--- src/hw/gdt_pkg.sv ---
// Package with constants and carrier types of the guard timer.
// Summary of operation
// - Sixteen-bit downcounter; reload is high byte over low byte.
// - Counter advances only on oscillator ticks; oscillator enable cleared stops counting.
// - Two states, off and on; once on, counts until device reset.
// - Refresh instruction enables it; always-on option at 0 also runs it.
// - Timeout in milliseconds is reload value divided by ten at 10 kHz.
// - Reload resets to 0400h; FFFFh gives the longest timeout.
// - On first enable load counter from reload, then decrement toward 0000h.
// - Each refresh reloads the counter; counting resumes from reload.
// - Debug mode refreshes the counter continuously, so no timeout.
// - Timeout at 0000h; response select picks exception or device reset.
// - Exception response in normal mode: exception request, auto reload, keep counting.
// - Exception response in stop mode: stop recovery, exception, status and stop bits set.
// - Reset response in normal mode: device reset, status bit set, counter reinitialised.
// - Reset response in stop mode: stop recovery instead of reset, both bits set.
// - Writing 55h then AAh to high byte unlocks; neither changes high byte.
// - Then high byte write, then low byte write; low byte write relocks.
// - Writes to reload registers while locked are ignored.
// - Reads of high and low byte addresses return the current count.
package gdt_pkg;

	localparam logic [11:0] GDT_ADDR_HIGH = 12'hff2;
	localparam logic [11:0] GDT_ADDR_LOW = 12'hff3;
	localparam logic [15:0] GDT_RELOAD_RESET = 16'h0400;
	localparam logic [15:0] GDT_COUNT_ZERO = 16'h0000;
	localparam logic [7:0] GDT_KEY_FIRST = 8'h55;
	localparam logic [7:0] GDT_KEY_SECOND = 8'haa;
	localparam logic [7:0] GDT_BYTE_ZERO = 8'h00;
	localparam int GDT_CLK_HZ = 25000000;
	localparam int GDT_OSC_HZ = 10000;
	localparam int GDT_OSC_DIV = GDT_CLK_HZ / GDT_OSC_HZ;

	typedef enum logic {GDT_RESP_EXCEPTION, GDT_RESP_RESET} gdt_resp_t;

	typedef enum {GDT_LOCKED, GDT_KEY1_SEEN, GDT_OPEN_HIGH, GDT_OPEN_LOW} gdt_lock_t;

	typedef struct packed {
		logic [11:0] addr;
		logic [7:0] wdata;
		logic wr;
		logic rd;
	} gdt_bus_t;

	typedef struct packed {
		logic always_on_option;
		gdt_resp_t timeout_response_select;
	} gdt_opt_t;

	typedef struct packed {
		logic exception_req;
		logic device_reset_req;
		logic stop_recovery_req;
	} gdt_evt_t;

endpackage

--- src/hw/gdt_osc_tick.sv ---
// Tick generator standing in for the dedicated guard oscillator.
`timescale 1ns/1ps
module gdt_osc_tick #(
	parameter int DIV = gdt_pkg::GDT_OSC_DIV
) (
	// Clock and reset.
	input wire logic clk,
	input wire logic reset_n,
	// Oscillator enable and tick.
	input wire logic enable,
	output logic tick
);
	import gdt_pkg::*;

	localparam int CW = $clog2(DIV + 1);
	localparam logic [CW-1:0] LAST = CW'(DIV - 1);

	logic [CW-1:0] count;

	// A stopped oscillator holds its phase and gives no ticks.
	always_ff @(posedge clk or negedge reset_n) begin
		if (!reset_n) begin
			count <= '0;
			tick <= 1'b0;
		end else if (!enable) begin
			tick <= 1'b0;
		end else if (count == LAST) begin
			count <= '0;
			tick <= 1'b1;
		end else begin
			count <= count + CW'(1);
			tick <= 1'b0;
		end
	end
endmodule // gdt_osc_tick

--- src/hw/gdt_unlock.sv ---
// Unlock sequencer for the reload byte registers.
`timescale 1ns/1ps
module gdt_unlock (
	// Clock and reset.
	input wire logic clk,
	input wire logic reset_n,
	// Register writes from the bus.
	input wire logic wr_high,
	input wire logic wr_low,
	input wire logic [7:0] wdata,
	// Write permissions granted this cycle.
	output logic store_high,
	output logic store_low,
	output logic unlocked
);
	import gdt_pkg::*;

	gdt_lock_t state;

	assign store_high = wr_high && state == GDT_OPEN_HIGH;
	assign store_low = wr_low && state == GDT_OPEN_LOW;
	assign unlocked = state == GDT_OPEN_HIGH || state == GDT_OPEN_LOW;

	// An out-of-order write drops the sequence back to locked.
	always_ff @(posedge clk or negedge reset_n) begin
		if (!reset_n) begin
			state <= GDT_LOCKED;
		end else if (wr_high || wr_low) begin
			unique case (state)
				GDT_LOCKED: begin
					state <= (wr_high && wdata == GDT_KEY_FIRST) ? GDT_KEY1_SEEN : GDT_LOCKED;
				end
				GDT_KEY1_SEEN: begin
					state <= (wr_high && wdata == GDT_KEY_SECOND) ? GDT_OPEN_HIGH : GDT_LOCKED;
				end
				GDT_OPEN_HIGH: begin
					state <= wr_high ? GDT_OPEN_LOW : GDT_LOCKED;
				end
				GDT_OPEN_LOW: begin
					state <= GDT_LOCKED;
				end
			endcase
		end
	end
endmodule // gdt_unlock

--- src/hw/gdt_guard_timer.sv ---
// Guard timer top: reload registers, downcounter and timeout response.
`timescale 1ns/1ps
module gdt_guard_timer #(
	parameter int OSC_DIV = gdt_pkg::GDT_OSC_DIV
) (
	// Clock and reset.
	input wire logic clk,
	input wire logic reset_n,
	// Register port.
	input wire gdt_pkg::gdt_bus_t bus,
	output logic [7:0] rdata,
	// CPU status and option bits.
	input wire logic refresh_instr,
	input wire logic debug_mode,
	input wire logic stop_mode,
	input wire logic guard_osc_enable,
	input wire gdt_pkg::gdt_opt_t opts,
	// Timeout outputs and status.
	output gdt_pkg::gdt_evt_t events,
	output logic guard_status,
	output logic stop_status,
	output logic running,
	output logic [15:0] count
);
	import gdt_pkg::*;

	logic tick;
	logic store_high;
	logic store_low;
	logic [7:0] reload_high_byte;
	logic [7:0] reload_low_byte;
	logic [15:0] reload;
	logic refresh;
	logic enable_now;
	logic timeout;

	gdt_osc_tick #(.DIV(OSC_DIV)) u_osc (
		.clk(clk),
		.reset_n(reset_n),
		.enable(guard_osc_enable),
		.tick(tick)
	);

	gdt_unlock u_unlock (
		.clk(clk),
		.reset_n(reset_n),
		.wr_high(bus.wr && bus.addr == GDT_ADDR_HIGH),
		.wr_low(bus.wr && bus.addr == GDT_ADDR_LOW),
		.wdata(bus.wdata),
		.store_high(store_high),
		.store_low(store_low),
		.unlocked()
	);

	assign reload = {reload_high_byte, reload_low_byte};
	assign refresh = refresh_instr || debug_mode;
	assign enable_now = refresh_instr || !opts.always_on_option;
	assign timeout = running && tick && count == GDT_COUNT_ZERO;

	// Key writes never reach the byte registers; only granted writes store.
	always_ff @(posedge clk or negedge reset_n) begin
		if (!reset_n) begin
			reload_high_byte <= GDT_RELOAD_RESET[15:8];
			reload_low_byte <= GDT_RELOAD_RESET[7:0];
		end else begin
			if (store_high) begin
				reload_high_byte <= bus.wdata;
			end
			if (store_low) begin
				reload_low_byte <= bus.wdata;
			end
		end
	end

	// Once on, only the device reset turns the timer off again.
	always_ff @(posedge clk or negedge reset_n) begin
		if (!reset_n) begin
			running <= 1'b0;
		end else if (enable_now) begin
			running <= 1'b1;
		end
	end

	// One count per oscillator tick, so the period is reload over ten in ms.
	always_ff @(posedge clk or negedge reset_n) begin
		if (!reset_n) begin
			count <= GDT_RELOAD_RESET;
		end else if (!running) begin
			count <= reload;
		end else if (refresh || timeout) begin
			count <= reload;
		end else if (tick) begin
			count <= count - 16'h0001;
		end
	end

	// Requests are one-cycle pulses; the reset logic outside acts on them.
	always_ff @(posedge clk or negedge reset_n) begin
		if (!reset_n) begin
			events <= '0;
		end else begin
			events.exception_req <= timeout && !debug_mode &&
				opts.timeout_response_select == GDT_RESP_EXCEPTION;
			events.device_reset_req <= timeout && !debug_mode && !stop_mode &&
				opts.timeout_response_select == GDT_RESP_RESET;
			events.stop_recovery_req <= timeout && !debug_mode && stop_mode;
		end
	end

	// Status bits are sticky until the device reset clears them.
	always_ff @(posedge clk or negedge reset_n) begin
		if (!reset_n) begin
			guard_status <= 1'b0;
			stop_status <= 1'b0;
		end else if (timeout && !debug_mode) begin
			guard_status <= 1'b1;
			if (stop_mode) begin
				stop_status <= 1'b1;
			end
		end
	end

	// Reads return the live count, not the stored reload value.
	always_ff @(posedge clk or negedge reset_n) begin
		if (!reset_n) begin
			rdata <= GDT_BYTE_ZERO;
		end else if (bus.rd && bus.addr == GDT_ADDR_HIGH) begin
			rdata <= count[15:8];
		end else if (bus.rd && bus.addr == GDT_ADDR_LOW) begin
			rdata <= count[7:0];
		end else begin
			rdata <= GDT_BYTE_ZERO;
		end
	end
endmodule // gdt_guard_timer

--- config.mk ---
export PLATFORM = sky130hd
export DESIGN_NAME = gdt_guard_timer
export DESIGN_NICKNAME = d
export VERILOG_FILES = /design/src/hw/gdt_pkg.sv /design/src/hw/gdt_osc_tick.sv /design/src/hw/gdt_unlock.sv /design/src/hw/gdt_guard_timer.sv
export SDC_FILE = /design/constraint.sdc
export NUM_CORES = 1
export LEC_CHECK = 0
export BUFFER_PORTS_ARGS = -buffer_cell sky130_fd_sc_hd__buf_4
export CORE_MARGIN = 2
export CORE_UTILIZATION = 54
export CTS_CLUSTER_SIZE = 40
export DETAILED_ROUTE_END_ITERATION = 12
export PLACE_DENSITY = 0.76
export SYNTH_ARGS = -nofsm -noshare
export SYNTH_HDL_FRONTEND = slang
export SYNTH_SLANG_ARGS = --single-unit
export TNS_END_PERCENT = 5
--- constraint.sdc ---
create_clock -name clk -period 2 [get_ports clk]
set_input_delay 0.3 -clock clk [delete_from_list [all_inputs] [get_ports clk]]
set_output_delay 0.3 -clock clk [all_outputs]
set_load 0.005 [all_outputs]
==> summary.md, run 1 <==
| Metric | Value |
|---|---|
| Outcome | finished clean |
| Worst VDD drop | 532 µV |
| Top_reg_cell synth | dfrtp_1 |
| GPL Wtd Cong | 0.850 |
| EDFF count, synth | 0 |
| Cell variety after synth | 48 |
| FF-to-FF path depth | 4 |
| Vias in the first global route | 2,132 |
| Setup TNS | 0 ps |
| Slew margin rel. | 0.519 |
| Clock H-tree levels | 3 |
| I/O pin total | 60 |
| Die W | 77.8 µm |
| Max Used Layer | met4 |
| Syn Nets | 275 |
| Crit Path Category | reg -> reg |
| CTS tree | done |
| Synth-to-layout area growth | 27.5% |
| Cells after Synth | 243 |
| Met2 WL post-DR | 2.89 mm |
| # hold bufs at CTS | 0 |
| Clk sinks | 61 |
| DR iter-0 viols | 162 |
| Clk_lat worst skew | 340 ps |
| Number of nets in the layout | 353 |
| Pwr/cell area | 723 nW/µm² |
| R2r setup slk | 140 ps |
| Vias/cell | 5.50 |
| Cell count after placement | 380 |
| Layout cells sized above 1 | 0.393 |
| First-pass GRT wire length | 10.3 mm |
| ANT cells | 0 |
| Crit path buffers/inverters | 0 |
| Clk_skew | 8.75 ps |
| Crit path time final | 1860 ps |
| M1 wire length | 2.70 mm |
| Rows | 26 |
| Clock Power Share | 0.419 |
| Register share of total power | 0.502 |
| Fraction of registers with async set or reset after synthesis | 1.00 |
| Non-Filler Instances | 396 |
| Postcts setup bufs | 0 |
| Fmax achieved | 536 MHz |
| Delay-heaviest family, CP | simple AND/OR/NAND/NOR gates |
| Die area | 6050 µm² |
| RSZ-0062 raised after global routing | false |
| Avg Synthesized Cell Area | 12.1 µm² |
| WL/cell | 15.2 µm |
| WP data arrival | 2080 ps |
| Placed Area | 3540 µm² |
| Port-buffer cells | 59 |
| Post-route cell area | 3750 µm² |
| Util after Layout | 0.724 |
| Gates resized, CTS repair | 0 |
| Comb power frac | 0.079 |
| Reg-to-reg startpoint | count[6] |
| Worst-path clk slew | 70 ps |
| Drt drc | 0 |
| Clk root buf | clkbuf_8 |
| Commonest non-fill, non-tap cell in the layout | buf_4 |
| Initial antenna violation count | 0 |
| Core box area | 5170 µm² |
| Pre-Repair DR Iteration Count | 4 |
| Max Root-Sink Buffers | 2 |
| Metal3 WL | 325 µm |
| Worst setup SP type | register |
| Mapped Area | 2940 µm² |
| DRT Wirelength | 6.02 mm |
| Crit-path slowest cell | or4_1 |
| Type of the tightest min-delay check | in -> async |
| Sw Ratio | 0.236 |
| RR Endpoint | count[8] |
| Die Ht | 77.8 µm |
| Slew Limit Fails | 0 |
| Vias | 2,177 |
| Psw | 0.000640 W |
| Gr usage total | 0.219 |
| Cell Chain, Critical Path | or4_1 -> nor3_1 -> xor2_1 -> mux2_4 |
| GRT overflow | 0 |
| CP max stage delay | 580 ps |
| Worst EP required | 2220 ps |
| Most frequent cells in the layout | buf_4 (72), dfrtp_1 (59), nor2_1 (27) |
| Worst Path Max Fanout | 5 |
| Worst setup EP type | register |
| Final setup vio count | 0 |
| DP Wirelength | 4.37 mm |
| Largest net degree at the start of global routing | 62 |
| Measured slew at the worst slew-check pin | 721 ps |
| Synth warn | 0 |
| Internal | 0.00207 W |
| Max_cap viols | 0 |
| Fin. Hold Viols | 0 |
| Final worst path period share | 0.932 |
| Leak | 1.87 nW |
| Register area share after synthesis | 0.520 |
| Starting Density | 0.568 |
| WHS | 26.9 ps |
| Yosys reg bits | 61 |
| TritonCTS Buffers | 9 |
| Antenna-violating nets left | 0 |
## layer usage
| layer | vias to the layer above | GRT usage |
|---|---|---|
| li1 | 1031 | - |
| met4 | 0 | 0.0786 |
| met3 | 14 | 0.0477 |
| met5 | - | 0 |
| met2 | 68 | 0.361 |
| met1 | 1064 | 0.285 |
## sequential cells by signal, indices dropped and copies added (netlist names)
register          cells
reload_high_byte      8
rdata                 8
guard_status          1
running               1
count                16
u_osc.tick            1
reload_low_byte       8
u_osc.count          12
events                3
stop_status           1
u_unlock.state        2
## power groups by stage
stage / registers (W) / clock network (W) / logic (W)
finish: 0.00136 / 0.00114 / 0.000215
global route: 0.00137 / 0.00121 / 0.000240
CTS: 0.00136 / 0.00115 / 0.000219
detailed placement: 0.00138 / 0 / 0.000218
global placement: 0.00137 / 0 / 0.000213
floorplan: 0.00135 / 0 / 0.000136
## synthesized netlist by cell type, types with 3 or more instances
library cell | count | area, µm²
a21oi_1 | 3 | 15.0
and3_1 | 3 | 18.8
clkbuf_1 | 3 | 11.3
dfrtp_1 | 59 | 1480
inv_1 | 5 | 18.8
mux2_2 | 20 | 225
mux2_4 | 8 | 120
mux2i_1 | 9 | 90.1
nand2_1 | 14 | 52.6
nand2b_1 | 3 | 18.8
nand3_1 | 8 | 40.0
nand4_1 | 7 | 43.8
nand4b_1 | 3 | 26.3
nor2_1 | 27 | 101
nor3_1 | 5 | 25.0
nor4_1 | 3 | 18.8
nor4bb_1 | 5 | 50.1
o31a_1 | 3 | 26.3
xnor2_1 | 14 | 123
xor2_1 | 6 | 52.6
## through the flow
stage | worst slack [ps] | total power (W)
5_1_grt | 72.0 | 0.00282
3_5_place_dp | 81.6 | 0.00160
3_3_place_gp | 122 | 0.00159
4_1_cts | 127 | 0.00272
6_report | 135 | 0.00271
2_1_floorplan | 122 | 0.00149
## how the worst max path moves through the flow
| stage | startpoint | end | slack (ps) | depth (start not counted) |
|---|---|---|---|---|
| 6_report | count[6] | count[8] | 140 | 4 |
| 5_1_grt | count[1] | count[12] | 70 | 6 |
| 4_1_cts | count[6] | count[8] | 130 | 4 |
| 3_5_place_dp | bus[12] | reload_low_byte[4] | 80 | 5 |
| 3_3_place_gp | bus[12] | reload_low_byte[0] | 120 | 5 |
| 2_1_floorplan | count[4] | count[11] | 120 | 5 |
## final cells by class
cell class	count	area [µm²]
Multi-Input combinational cell	172	1360
Inverter	5	18.8
Tap cell	70	87.6
Clock inverter	4	45.0
Fill cell	381	1430
Sequential cell	61	1530
Clock buffer	12	165
Timing Repair Buffer	72	541
## cells by family (layout without fill, tap and decap cells)
logic type / Yosys count / in the layout / synth area share
simple gates: 96 / 96 / 0.201
flops: 61 / 61 / 0.520
mux: 37 / 37 / 0.148
xor+xnor: 20 / 20 / 0.0596
compound gates: 17 / 17 / 0.0456
buf+inv: 10 / 93 / 0.0166
fa+ha+maj: 2 / 2 / 0.00851
Note: power is estimated with default switching activity, not from simulation.
==> inputs of run 2 (changes only) <==
--- a/config.mk
+++ b/config.mk
@@ -6,8 +6,10 @@
 export NUM_CORES = 1
 export LEC_CHECK = 0
 export BUFFER_PORTS_ARGS = -buffer_cell sky130_fd_sc_hd__buf_4
+export CELL_PAD_IN_SITES_DETAIL_PLACEMENT = 0
+export CELL_PAD_IN_SITES_GLOBAL_PLACEMENT = 1
 export CORE_MARGIN = 2
-export CORE_UTILIZATION = 54
+export CORE_UTILIZATION = 43
 export CTS_CLUSTER_SIZE = 40
 export DETAILED_ROUTE_END_ITERATION = 12
 export PLACE_DENSITY = 0.76
==> summary.md, run 2 (synthesized netlist as in run 1, its figures left out) <==
| Metric | Value |
|---|---|
| Number of nets in the layout | 353 (unchanged) |
| Synth-to-layout area growth | 28.4% |
| Top flop regs | count: 16 flops, u_osc.count: 12 flops |
| Leak | 1.87 nW (about the same) |
| Pre-Repair DR Iteration Count | 4 (unchanged) |
| Number of flip-flops in the largest register | 16 (unchanged) |
| R2r setup slk | 170 ps (+30 ps) |
| Vias/cell | 5.17 (-5.9%) |
| Antenna-violating nets left | 0 (unchanged) |
| Commonest non-fill, non-tap cell in the layout | buf_4 |
| Delay-heaviest family, CP | simple AND/OR/NAND/NOR gates |
| I/O pin total | 60 (unchanged) |
| Reg-to-reg startpoint | count[10] |
| Type of the tightest min-delay check | in -> async |
| Outcome | finished clean |
| Non-Filler Instances | 406 (+2.5%) |
| Postcts setup bufs | 0 (unchanged) |
| RSZ-0062 raised after global routing | false |
| Clk root buf | clkbuf_8 |
| Core box area | 6720 µm² (+30%) |
| Rows | 30 (+15%) |
| Measured slew at the worst slew-check pin | 762 ps (+40.5 ps) |
| Final setup vio count | 0 (unchanged) |
| Worst EP required | 2220 ps (about the same) |
| Clock H-tree levels | 3 (unchanged) |
| Vias in the first global route | 2,071 (-2.9%) |
| Port-buffer cells | 59 (unchanged) |
| Largest register by flop count | count |
| DRT Wirelength | 6.25 mm (+3.7%) |
| Vias | 2,101 (-3.5%) |
| Max_cap viols | 0 (unchanged) |
| Slew Limit Fails | 0 (unchanged) |
| Fillers | 583 (+53%) |
| Crit path buffers/inverters | 0 (unchanged) |
| Worst VDD drop | 391 µV (-27%) |
| Clk sinks | 61 (unchanged) |
| WP data arrival | 2060 ps (-20 ps) |
| Crit Path Category | reg -> reg |
| Final worst path period share | 0.916 (-0.0160) |
| Worst setup EP type | register |
| TritonCTS Buffers | 9 (unchanged) |
| Largest net degree at the start of global routing | 62 (unchanged) |
| Max Root-Sink Buffers | 2 (unchanged) |
| FF-to-FF path depth | 4 (unchanged) |
| Cell count after placement | 390 (+2.6%) |
| Worst Path Max Fanout | 14 (+9) |
| Worst-path clk slew | 80 ps (about the same) |
| Setup TNS | 0 ps (unchanged) |
| Pwr/cell area | 745 nW/µm² (+3.0%) |
| Gr usage total | 0.182 (-0.0371) |
| Area of the multi-input gates | 1360 µm² (unchanged) |
| Fin. Hold Viols | 0 (unchanged) |
| Die area | 7510 µm² (+24%) |
| FF/Latch Area | 1530 µm² (unchanged) |
| Worst setup SP type | register |
| Clk_skew | 11.3 ps (+2.53 ps) |
| WL/cell | 15.4 µm (+1.1%) |
| Layout cells sized above 1 | 0.393 (unchanged) |
| # hold bufs at CTS | 0 (unchanged) |
| Slew margin rel. | 0.492 (-0.0270) |
| DR iter-0 viols | 95 (-41%) |
| Clk_lat worst skew | 340 ps (about the same) |
| DP Wirelength | 4.47 mm (+2.3%) |
| Most frequent cells in the layout | buf_4 (72), dfrtp_1 (59), nor2_1 (27) |
| GRT overflow | 0 (unchanged) |
| Crit path time final | 1830 ps (-32.0 ps) |
| CTS tree | done |
| Initial antenna violation count | 0 (unchanged) |
| Cell Chain, Critical Path | nor4_4 -> nand3_2 -> o31a_4 -> mux2_4 |
| Drt drc | 0 (unchanged) |
| Die W | 86.7 µm (+11%) |
| First-pass GRT wire length | 10.4 mm (+1.7%) |
| Starting Density | 0.437 (-0.131) |
| GPL Wtd Cong | 0.807 (-5.0%) |
| Crit-path slowest cell | o31a_4 |
| Gates resized, CTS repair | 0 (unchanged) |
| ANT cells | 0 (unchanged) |
| CP max stage delay | 470 ps (-110 ps) |
| Fmax achieved | 546 MHz (+1.7%) |
| RR Endpoint | count[9] |
| Die Ht | 86.7 µm (+11%) |
[run 2: final cells by class]
type,count,share of cell area
Clock buffer,10,0.0365
Clock inverter,6,0.0229
Inverter,5,0.00497
Multi-Input combinational cell,172,0.361
Sequential cell,61,0.405
Tap cell,80,0.0265
Timing Repair Buffer,72,0.143
[run 2: power by group]
part | internal [W] | switching (W)
clock | 0.000733 | 0.000505
combinational | 0.000116 | 0.000104
sequential | 0.00128 | 0.0000703
[run 2: worst register-to-register path, delay by kind of cell, from the launching register on]
| kind | cells | cell delay (ps) |
|---|---|---|
| and+or+nand+nor | 2 | 510 |
| muxes | 1 | 330 |
| AOI/OAI and AO/OA | 1 | 470 |
| DFF | 1 | 410 |
[run 2: worst max-delay path by stage]
stage | start | to | slack [ps] | cells after the start
3_3_place_gp | bus[12] | reload_low_byte[0] | 110 | 5
4_1_cts | count[10] | count[5] | 150 | 4
6_report | count[10] | count[9] | 170 | 4
5_1_grt | count[0] | count[11] | 110 | 6
3_5_place_dp | bus[12] | reload_low_byte[5] | 90 | 5
2_1_floorplan | count[4] | count[11] | 120 | 5
[run 2: routing by layer]
metal / up-vias / global-route usage / wire length [µm]
met5: - / 0 / 0
met4: 0 / 0.0810 / 76
met3: 6 / 0.0314 / 177
met2: 38 / 0.281 / 2960
met1: 1020 / 0.252 / 3030
li1: 1037 / - / -
[run 2: per-stage QoR]
step / hold slack (ps) / utilization / setup WS [ps] / power, W / instance area (µm²)
after CTS: 66.6 / 0.562 / 152 / 0.00284 / 3770
after detailed placement: 435 / 0.528 / 89.4 / 0.00160 / 3550
after global routing: 99.6 / 0.562 / 114 / 0.00293 / 3770
after floorplan: 4.41 / - / 122 / 0.00149 / 2940
after global placement: 428 / 0.528 / 114 / 0.00159 / 3550
final: 38.8 / 0.562 / 167 / 0.00281 / 3770
==> inputs of run 3 (changes only) <==
--- a/config.mk
+++ b/config.mk
@@ -12,6 +12,7 @@
 export CORE_UTILIZATION = 43
 export CTS_CLUSTER_SIZE = 40
 export DETAILED_ROUTE_END_ITERATION = 12
+export MAX_ROUTING_LAYER = met4
 export PLACE_DENSITY = 0.76
 export SYNTH_ARGS = -nofsm -noshare
 export SYNTH_HDL_FRONTEND = slang
==> constraint.sdc (replaced) <==
create_clock -name clk -period 1.9 [get_ports clk]
set_input_delay 0.38 -clock clk [delete_from_list [all_inputs] [get_ports clk]]
set_output_delay 0.38 -clock clk [all_outputs]
set_load 0.005 [all_outputs]
==> summary.md, run 3 (synthesized netlist as in run 1, its figures left out) <==
| Metric | Value |
|---|---|
| Outcome | finished clean |
| TritonCTS Buffers | 9 (unchanged) |
| Max_cap viols | 0 (unchanged) |
| Worst EP required | 2140 ps (-80 ps) |
| Final setup vio count | 0 (unchanged) |
| Core box area | 6720 µm² (unchanged) |
| Clk root buf | clkbuf_8 |
| Placed Area | 3610 µm² (+1.8%) |
| Final worst path period share | 0.948 (+0.0321) |
| Die Ht | 86.7 µm (unchanged) |
| Crit-path slowest cell | o31a_4 |
| I/O pin total | 60 (unchanged) |
| GRT overflow | 0 (unchanged) |
| Worst-path clk slew | 70 ps (about the same) |
| DR iter-0 viols | 88 (-7.4%) |
| Crit path time final | 1800 ps (-30.7 ps) |
| Internal | 0.00195 W (-8.3%) |
| Util after Layout | 0.565 (+0.00372) |
| Register share of total power | 0.530 (+0.049) |
| CTS tree | done |
| Worst Path Max Fanout | 14 (unchanged) |
| Psw | 0.000732 W (+7.9%) |
| Crit Path Category | reg -> reg |
| Worst Slack Setup Final | 98.1 ps (-69.3 ps) |
| Metal3 WL | 277 µm (+56%) |
| Die W | 86.7 µm (unchanged) |
| WL/cell | 15.0 µm (-2.5%) |
| Pwr/cell area | 707 nW/µm² (-5.1%) |
| Gates resized, CTS repair | 0 (unchanged) |
| R2r setup slk | 100 ps (-70 ps) |
| M1 wire length | 2.94 mm (-3.1%) |
| Postcts setup bufs | 0 (unchanged) |
| Comb power frac | 0.089 (+0.011) |
| DRT Wirelength | 6.21 mm (-0.61%) |
| Worst VDD drop | 440 µV (+13%) |
| Synth-to-layout area growth | 29.2% |
| Post-route cell area | 3800 µm² (+0.66%) |
| ANT cells | 0 (unchanged) |
| Drt drc | 0 (unchanged) |
| First-pass GRT wire length | 10.5 mm (+0.47%) |
| Slew Limit Fails | 0 (unchanged) |
| Fin. Hold Viols | 0 (unchanged) |
| DP Wirelength | 4.67 mm (+4.5%) |
| Type of the tightest min-delay check | in -> reg |
| Cell Chain, Critical Path | inv_1 -> ha_1 -> and3b_1 -> nand2_4 -> o31a_4 -> mux2_4 |
| Met2 WL post-DR | 2.92 mm (-1.5%) |
| Worst setup SP type | register |
| Slew margin rel. | 0.777 (+0.285) |
| Most frequent cells in the layout | buf_4 (78), dfrtp_1 (59), nor2_1 (27) |
| Setup TNS | 0 ps (unchanged) |
| # hold bufs at CTS | 1 (+1) |
| Number of flip-flops in the largest register | 16 (unchanged) |
| Initial antenna violation count | 0 (unchanged) |
| Clk sinks | 61 (unchanged) |
| Leak | 1.89 nW (+0.79%) |
| RSZ-0062 raised after global routing | false |
| Sw Ratio | 0.272 (+0.0311) |
| GPL Wtd Cong | 0.783 (-2.9%) |
| Vias | 2,120 (+0.90%) |
| Cell count after placement | 397 (+1.8%) |
| Largest register by flop count | count |
| CP max stage delay | 400 ps (-70 ps) |
| Top flop regs | count: 16 flops, u_osc.count: 12 flops |
| Vias in the first global route | 2,097 (+1.3%) |
| Clk_lat worst skew | 350 ps (about the same) |
| Commonest non-fill, non-tap cell in the layout | buf_4 |
| Delay-heaviest family, CP | compound AO/OA/AOI/OAI gates |
| Antenna-violating nets left | 0 (unchanged) |
| Number of nets in the layout | 361 (+2.3%) |
| Max Root-Sink Buffers | 2 (unchanged) |
| Fmax achieved | 555 MHz (+1.7%) |
| Rows | 30 (unchanged) |
| Gr usage total | 0.190 (+0.00810) |
| Die area | 7510 µm² (unchanged) |
| Port-buffer cells | 59 (unchanged) |
| Crit path buffers/inverters | 1 (+1) |
| Max Used Layer | met4 |
| Starting Density | 0.437 (unchanged) |
| WP data arrival | 2040 ps (-20 ps) |
| Measured slew at the worst slew-check pin | 333 ps (-428 ps) |
| Layout cells sized above 1 | 0.404 (+0.0116) |
| Clk_skew | 6.28 ps (-5.00 ps) |
| Largest net degree at the start of global routing | 26 (-58%) |
| Clock Power Share | 0.381 (-0.059) |
| Non-Filler Instances | 414 (+2.0%) |
| Vias/cell | 5.12 (-1.0%) |
| Pre-Repair DR Iteration Count | 4 (unchanged) |
| Worst setup EP type | register |
| Clock H-tree levels | 3 (unchanged) |
| DP Worst Slack | -111 ps (-200 ps) |
[run 3: cell types whose count changed in the layout (fill, tap and decap cells not counted), sizes merged]
cell and delta:
bufinv -2, clkinvlp +2, inv +1, buf +7, dlygate4sd3 +1, clkbuf -1
[run 3: layout make-up]
type / count / area, µm²
timing repair buffer: 80 / 616
fill: 598 / 2920
sequential: 61 / 1530
clock inverter: 7 / 50.0
inverter: 5 / 18.8
multi-input combinational: 172 / 1360
tap: 80 / 100
clock buffer: 9 / 124
[run 3: through the flow]
stage | hold slack [ps] | total power (W)
2_1_floorplan | 84.4 | 0.00156
3_3_place_gp | 308 | 0.00169
3_5_place_dp | 308 | 0.00169
4_1_cts | 173 | 0.00271
5_1_grt | 162 | 0.00282
6_report | 179 | 0.00269
[run 3: path summary, 6_finish.rpt]
| check | to | startpoint | cells past startpoint |
|---|---|---|---|
| worst max-delay path | count[8] | count[0] | 6 |
| worst min-delay path | events[2] | opts[0] | 2 |
| worst max register to register | count[8] | count[0] | 6 |
| worst min register to register | stop_status | stop_status | 1 |
| max in group asynchronous | count[15] | reset_n | 3 |
| min in group asynchronous | u_unlock.state[1] | reset_n | 2 |
[run 3: worst reg2reg max path, delay by kind of cell (launching register included)]
family	cells	cell delay, ps
AOI/OAI and AO/OA	1	400
DFF	1	380
and+or+nand+nor	2	360
muxes	1	330
adders and majority gates	1	180
buffers and inverters	1	60
[run 3: metal layers]
| layer | global-route usage | up-vias |
|---|---|---|
| li1 | - | 1048 |
| met1 | 0.244 | 1025 |
| met2 | 0.285 | 40 |
| met3 | 0.0648 | 7 |
| met4 | 0.0597 | 0 |
| met5 | - | - |
[run 3: power groups by stage]
stage / Sequential (W) / Combinational, W / Clock (W)
floorplan: 0.00142 / 0.000143 / 0
global placement: 0.00144 / 0.000240 / 0
detailed placement: 0.00145 / 0.000241 / 0
CTS: 0.00142 / 0.000244 / 0.00105
global route: 0.00143 / 0.000266 / 0.00112
finish: 0.00142 / 0.000240 / 0.00102
